File: src/logic/ahc_pkg.sv
// Constants and types for the ad-hoc conversion configuration block
package ahc_pkg;

  localparam int unsigned ADDR_W = 16;
  localparam int unsigned DATA_W = 32;
  localparam int unsigned STIME_W = 16;

  localparam logic [ADDR_W-1:0] CFG_OFFSET = 16'h110c;
  localparam logic [DATA_W-1:0] CFG_RESET = 32'h00000000;

  localparam int unsigned CH_LSB = 0;
  localparam int unsigned CH_W = 5;
  localparam int unsigned STIME_BIT = 8;
  localparam int unsigned REF_LSB = 12;
  localparam int unsigned REF_W = 2;

  localparam logic [REF_W-1:0] REF_SUPPLY = 2'h0;
  localparam logic [REF_W-1:0] REF_EXT = 2'h1;
  localparam logic [REF_W-1:0] REF_INT = 2'h2;
  localparam logic [REF_W-1:0] REF_ALIAS_INT = 2'h3;

  localparam logic [CH_W-1:0] CH_RESET = 5'h00;
  localparam logic [REF_W-1:0] REF_RESET = 2'h0;
  localparam logic STIME_SEL_RESET = 1'b0;

  typedef enum logic [1:0] {
    AHC_IDLE = 2'b00,
    AHC_BUSY = 2'b01
  } ahc_fsm_t;

  typedef struct packed {
    logic [CH_W-1:0]    cfg_ch;
    logic               cfg_stime;
    logic [REF_W-1:0]   cfg_ref;
    logic [DATA_W-1:0]  rdata;
    logic               err;
    ahc_fsm_t           fsm;
    logic [CH_W-1:0]    act_ch;
    logic [2:0]         act_ref;
    logic [STIME_W-1:0] act_stime;
  } ahc_state_t;

endpackage : ahc_pkg

File: src/logic/ahc_ref_decode.sv
// Reference field to one-hot reference select decoder
`timescale 1ns/10ps
`default_nettype none

module ahc_ref_decode (
  input  wire logic [1:0] ref_field,
  output logic            sel_supply,
  output logic            sel_ext,
  output logic            sel_int
);

  always_comb begin
    sel_supply = 1'b0;
    sel_ext    = 1'b0;
    sel_int    = 1'b0;
    case (ref_field)
      ahc_pkg::REF_SUPPLY:    sel_supply = 1'b1;
      ahc_pkg::REF_EXT:       sel_ext    = 1'b1;
      ahc_pkg::REF_INT:       sel_int    = 1'b1;
      ahc_pkg::REF_ALIAS_INT: sel_int    = 1'b1;
      default:                sel_int    = 1'b1;
    endcase
  end

endmodule : ahc_ref_decode

`default_nettype wire

File: src/logic/ahc_adhoc_cfg.sv
// APB register and settings capture for ad-hoc single conversions
// What this block does
// - Ad-hoc conversion uses the register's settings
// - Reference field: supply, external pin, internal
// - Reference value three acts as internal
// - Bit 8 picks first or second compare
// - Bits 4-0 give the input channel number
// - Register at 110Ch, resets to zero
//
// Our own choice: register access over APB.
`timescale 1ns/10ps
`default_nettype none

module ahc_adhoc_cfg (
  input  wire logic                        pclk,
  input  wire logic                        presetn,
  input  wire logic                        psel,
  input  wire logic                        penable,
  input  wire logic                        pwrite,
  input  wire logic [ahc_pkg::ADDR_W-1:0]  paddr,
  input  wire logic [ahc_pkg::DATA_W-1:0]  pwdata,
  input  wire logic [3:0]                  pstrb,
  output logic      [ahc_pkg::DATA_W-1:0]  prdata,
  output logic                             pready,
  output logic                             pslverr,
  input  wire logic [ahc_pkg::STIME_W-1:0] sample_time_compare_first,
  input  wire logic [ahc_pkg::STIME_W-1:0] sample_time_compare_second,
  input  wire logic                        adhoc_start,
  input  wire logic                        adhoc_done,
  output logic                             conv_busy,
  output logic      [ahc_pkg::CH_W-1:0]    conv_channel,
  output logic                             conv_ref_supply,
  output logic                             conv_ref_ext,
  output logic                             conv_ref_int,
  output logic      [ahc_pkg::STIME_W-1:0] conv_sample_time
);

  ahc_pkg::ahc_state_t st_reg;
  ahc_pkg::ahc_state_t st_next;

  logic                        addr_hit;
  logic                        setup_ph;
  logic                        access_ph;
  logic                        wr_en;
  logic [ahc_pkg::DATA_W-1:0]  cfg_word;
  logic                        dec_supply;
  logic                        dec_ext;
  logic                        dec_int;
  logic [ahc_pkg::STIME_W-1:0] stime_pick;

  // Word decode only; byte offset bits are not checked
  assign addr_hit  = (paddr[ahc_pkg::ADDR_W-1:2] ==
                      ahc_pkg::CFG_OFFSET[ahc_pkg::ADDR_W-1:2]);
  assign setup_ph  = psel & ~penable;
  assign access_ph = psel & penable;
  assign wr_en     = access_ph & pwrite & addr_hit;

  // Reserved bits are never stored, so they always read zero
  always_comb begin
    cfg_word = ahc_pkg::CFG_RESET;
    cfg_word[ahc_pkg::CH_LSB +: ahc_pkg::CH_W] = st_reg.cfg_ch;
    cfg_word[ahc_pkg::STIME_BIT] = st_reg.cfg_stime;
    cfg_word[ahc_pkg::REF_LSB +: ahc_pkg::REF_W] = st_reg.cfg_ref;
  end

  ahc_ref_decode i_ahc_ref_decode (
    .ref_field  (st_reg.cfg_ref),
    .sel_supply (dec_supply),
    .sel_ext    (dec_ext),
    .sel_int    (dec_int)
  );

  assign stime_pick = st_reg.cfg_stime ? sample_time_compare_second
                                       : sample_time_compare_first;

  always_comb begin
    st_next = st_reg;

    // Read data is captured in setup so the access phase needs no wait
    if (setup_ph) begin
      st_next.err   = ~addr_hit;
      st_next.rdata = (addr_hit && !pwrite) ? cfg_word
                                            : ahc_pkg::CFG_RESET;
    end

    if (wr_en) begin
      if (pstrb[0]) begin
        st_next.cfg_ch = pwdata[ahc_pkg::CH_LSB +: ahc_pkg::CH_W];
      end
      if (pstrb[1]) begin
        st_next.cfg_stime = pwdata[ahc_pkg::STIME_BIT];
        st_next.cfg_ref =
          pwdata[ahc_pkg::REF_LSB +: ahc_pkg::REF_W];
      end
    end

    // Settings are frozen at start so mid-conversion writes are harmless
    case (st_reg.fsm)
      ahc_pkg::AHC_IDLE: begin
        if (adhoc_start) begin
          st_next.fsm       = ahc_pkg::AHC_BUSY;
          st_next.act_ch    = st_reg.cfg_ch;
          st_next.act_ref   = {dec_int, dec_ext, dec_supply};
          st_next.act_stime = stime_pick;
        end
      end
      ahc_pkg::AHC_BUSY: begin
        if (adhoc_done) begin
          st_next.fsm = ahc_pkg::AHC_IDLE;
        end
      end
      default: begin
        st_next.fsm = ahc_pkg::AHC_IDLE;
      end
    endcase
  end

  always_ff @(posedge pclk or negedge presetn) begin
    if (!presetn) begin
      st_reg.cfg_ch    <= ahc_pkg::CH_RESET;
      st_reg.cfg_stime <= ahc_pkg::STIME_SEL_RESET;
      st_reg.cfg_ref   <= ahc_pkg::REF_RESET;
      st_reg.rdata     <= ahc_pkg::CFG_RESET;
      st_reg.err       <= 1'b0;
      st_reg.fsm       <= ahc_pkg::AHC_IDLE;
      st_reg.act_ch    <= ahc_pkg::CH_RESET;
      st_reg.act_ref   <= 3'h1;
      st_reg.act_stime <= 16'h0000;
    end else begin
      st_reg <= st_next;
    end
  end

  assign prdata           = st_reg.rdata;
  assign pready           = 1'b1;
  assign pslverr          = access_ph & st_reg.err;
  assign conv_busy        = (st_reg.fsm == ahc_pkg::AHC_BUSY);
  assign conv_channel     = st_reg.act_ch;
  assign conv_ref_supply  = st_reg.act_ref[0];
  assign conv_ref_ext     = st_reg.act_ref[1];
  assign conv_ref_int     = st_reg.act_ref[2];
  assign conv_sample_time = st_reg.act_stime;

endmodule : ahc_adhoc_cfg

`default_nettype wire

File: config.mk
export PLATFORM = sky130hd
export DESIGN_NAME = ahc_adhoc_cfg
export DESIGN_NICKNAME = d
export VERILOG_FILES = /design/src/logic/ahc_pkg.sv /design/src/logic/ahc_ref_decode.sv /design/src/logic/ahc_adhoc_cfg.sv
export SDC_FILE = /design/constraint.sdc
export NUM_CORES = 1
export LEC_CHECK = 0
export BUFFER_PORTS_ARGS = -buffer_cell sky130_fd_sc_hd__buf_2
export CORE_UTILIZATION = 41
export CTS_BUF_LIST = sky130_fd_sc_hd__clkbuf_16
export CTS_CLUSTER_SIZE = 24
export DETAILED_ROUTE_END_ITERATION = 12
export PLACE_DENSITY = 0.78
export SLEW_MARGIN = 20
export SYNTH_ARGS = -nofsm -noshare
export SYNTH_HDL_FRONTEND = slang
export SYNTH_SLANG_ARGS = --single-unit
File: constraint.sdc
create_clock -name pclk -period 1.82 [get_ports pclk]
set_input_delay 0.364 -clock pclk [delete_from_list [all_inputs] [get_ports pclk]]
set_output_delay 0.364 -clock pclk [all_outputs]
set_load 0.005 [all_outputs]
==> results.txt <==
VDD IR max: 0.000488 V
# IOs: 150
Clk network pwr share: 41.6%
Post-synth top area share: 47.3%
CORE AREA: 0.00511 sq mm
Dpl cells: 330
Hold Crit Class: in2async
Reg power frac: 45.0%
Routed len/inst: 11.3 um
PostCTS Resize Cnt: 0
Mapped Avg Cell Area: 11.0 sq um
Synth Instances: 197
Post-synth cell types: 22
Initial antenna violation count: 0
H-tree levels: 2
Pwr/cell area: 898 mW/mm^2
Reg-to-reg slack, setup: 540 ps
Cell internal pwr: 0.00182 W
CP Capture Type: flip-flop
Critical path class: in2reg
RSZ-0062 raised after global routing: false
Reg2Reg Depth: 4
First drt pass iteration count: 4
Area after DPL: 0.00245 sq mm
Critical Path, Cell by Cell: buf_2 > nor4b_1 > and4_1 > nand3_2 > mux2_1
Crit-path max FO: 5
I/O Buffers: 96
Crit path launch type: input port
Dominant cells by area after synthesis: dfrtp_1, buf_4, mux2i_1
Clock Latency Late Sink: 280 ps
Status: completed
First-pass GRT wire length: 5730 um
CTS tree: yes
Post-CTS setup buffers: 0
Max Cap Viol: 0
Max Slew Vio Count: 0
Bufs and invs on worst path: 1
Longest Clk Path Bufs: 2
GPL Wtd Cong: 0.712
#FFs+latches synth: 42
Post-synthesis sequential area ratio: 48.6%
CP arrival: 1640 ps
Routed Wire Length: 3810 um
Synth warn: 0
Final instance area: 0.00262 sq mm
Number of global-route vias before repair: 1256
F_max: 0.679 GHz
Critical Path Max Stage Delay: 350 ps
Pin count of the biggest net entering global routing: 40
Final Setup Violations: 0
Die area: 0.00558 sq mm
Post-DRT Antenna Nets: 0
NumNets Final: 358
Final Cycle Share: 80.9%
Total track usage: 14.1%
Cell with the most instances after synthesis: buf_4
Worst-Margin Slew: 502 ps
Critical Path Slowest Stage Cell: mux2_1
Psw: 0.000534 W
Hold Buf Count CTS: 0
Combinational power share: 13.4%
Synth top cells by count: buf_4, dfrtp_1, nand2_1, o21ai_0, mux2i_1
CTS Sinks: 42
Site row count: 26
Rel. slew slack: 66.6%
Total grt overflow: 0
Lkg Pwr: 1.42 nW
Post-synth top area cell: dfrtp_1
Initial core utilization: 42.4%
Mapped Area: 0.00217 sq mm
Vias: 1490
Final Non-Filler Cells: 338
Dpl hpwl: 2930 um
Layout cells sized above 1: 45.1%
DR iter-0 viols: 28
Reg-to-Reg End: conv_channel[4]
CP Data Required Time: 1980 ps
Setup TNS: 0 ps
Tot Pwr: 0.00235 W
Post-layout min period: 1470 ps
Sw Share: 22.7%
Die Width: 74.7 um
Fin. Hold Viols: 0
Max reg flops: 16
CTS clk-pin slew, worst paths: 60 ps
R2r startpoint: st_reg[24]
Die Span Y: 74.7 um
Post-synth ARST share: 100%
Most common flop cell mapped by yosys: dfrtp_1
Clk root buf: clkbuf_16
EDFF count, synth: 0
Family with the most delay on the worst path: simple AND/OR/NAND/NOR gates
Drt via density: 4.41
Drc violations: 0
Ant diodes: 0
P&R area growth vs syn: 20.9%
Clock skew: 5.40 ps
Number of CTS-inserted buffers: 5
metrics by stage:
stage / utilization [%] / hold WS (ps) / setup slack [ps]
final: 51.3 / 48.6 / 348
after CTS: 51.3 / 56.8 / 319
after global placement: 48.0 / 347 / 41.3
after detailed placement: 48.0 / 356 / 20.0
after global routing: 51.3 / 83.5 / 250
after floorplan: - / 68.4 / 352
cell families (layout without fill, tap and decap cells):
| logic type | Yosys count | in the layout | synth area share [%] |
|---|---|---|---|
| buffers and inverters | 63 | 111 | 20.4 |
| other | 2 | 25 | 0.347 |
| DFF | 42 | 42 | 48.6 |
| and+or+nand+nor | 32 | 32 | 8.08 |
| muxes | 30 | 30 | 14.7 |
| AOI/OAI and AO/OA | 28 | 28 | 7.97 |
power by group through the flow:
stage / combinational (W) / sequential (W) / clock [W]
2_1_floorplan: 0.000266 / 0.00107 / 0
3_3_place_gp: 0.000314 / 0.00107 / 0
3_5_place_dp: 0.000322 / 0.00108 / 0
4_1_cts: 0.000322 / 0.00106 / 0.00101
5_1_grt: 0.000369 / 0.00107 / 0.00105
6_report: 0.000315 / 0.00106 / 0.000980
routing by layer:
| layer | GRT usage [%] | vias to the layer above | share of wire [%] |
|---|---|---|---|
| li1 | - | 728 | - |
| met1 | 15.9 | 677 | 43 |
| met2 | 24.4 | 77 | 48 |
| met3 | 4.02 | 8 | 7.1 |
| met4 | 6.92 | 0 | 1.9 |
| met5 | 0 | - | 0 |
worst max-delay path by stage:
stage,start,to,cells past startpoint
6_report,paddr[14],cfg_word[1],5
4_1_cts,paddr[14],cfg_word[1],5
3_5_place_dp,paddr[14],cfg_word[1],5
5_1_grt,paddr[14],cfg_word[1],5
3_3_place_gp,paddr[14],cfg_word[1],5
2_1_floorplan,paddr[11],cfg_word[12],4
layout by cell type (no fill, tap or decap), types with 3 or more instances in the layout:
cell        n
dfrtp_1    41
mux2_1      5
mux2_2      9
o21ai_0    19
buf_4       4
clkbuf_16   5
a22o_1      8
nor4b_1     3
nand2_1    20
conb_1     25
buf_2      96
mux2i_1    16
area by class of cell:
class	count	area, sq um
Clock buffer	5	125
Clock inverter	3	41.3
Fill cell	485	2490
Inverter	1	3.75
Multi-Input combinational cell	115	759
Sequential cell	42	1050
Tap cell	70	87.6
Timing Repair Buffer	102	551
worst reg2reg max path: cells and delay by family (launching register included):
kind,cells,cell delay [ps]
multiplexers,1,360
AND/OR/NAND/NOR,1,200
flip-flops,1,330
buffers and inverters,2,270
Note: power is estimated with default switching activity, not from simulation.
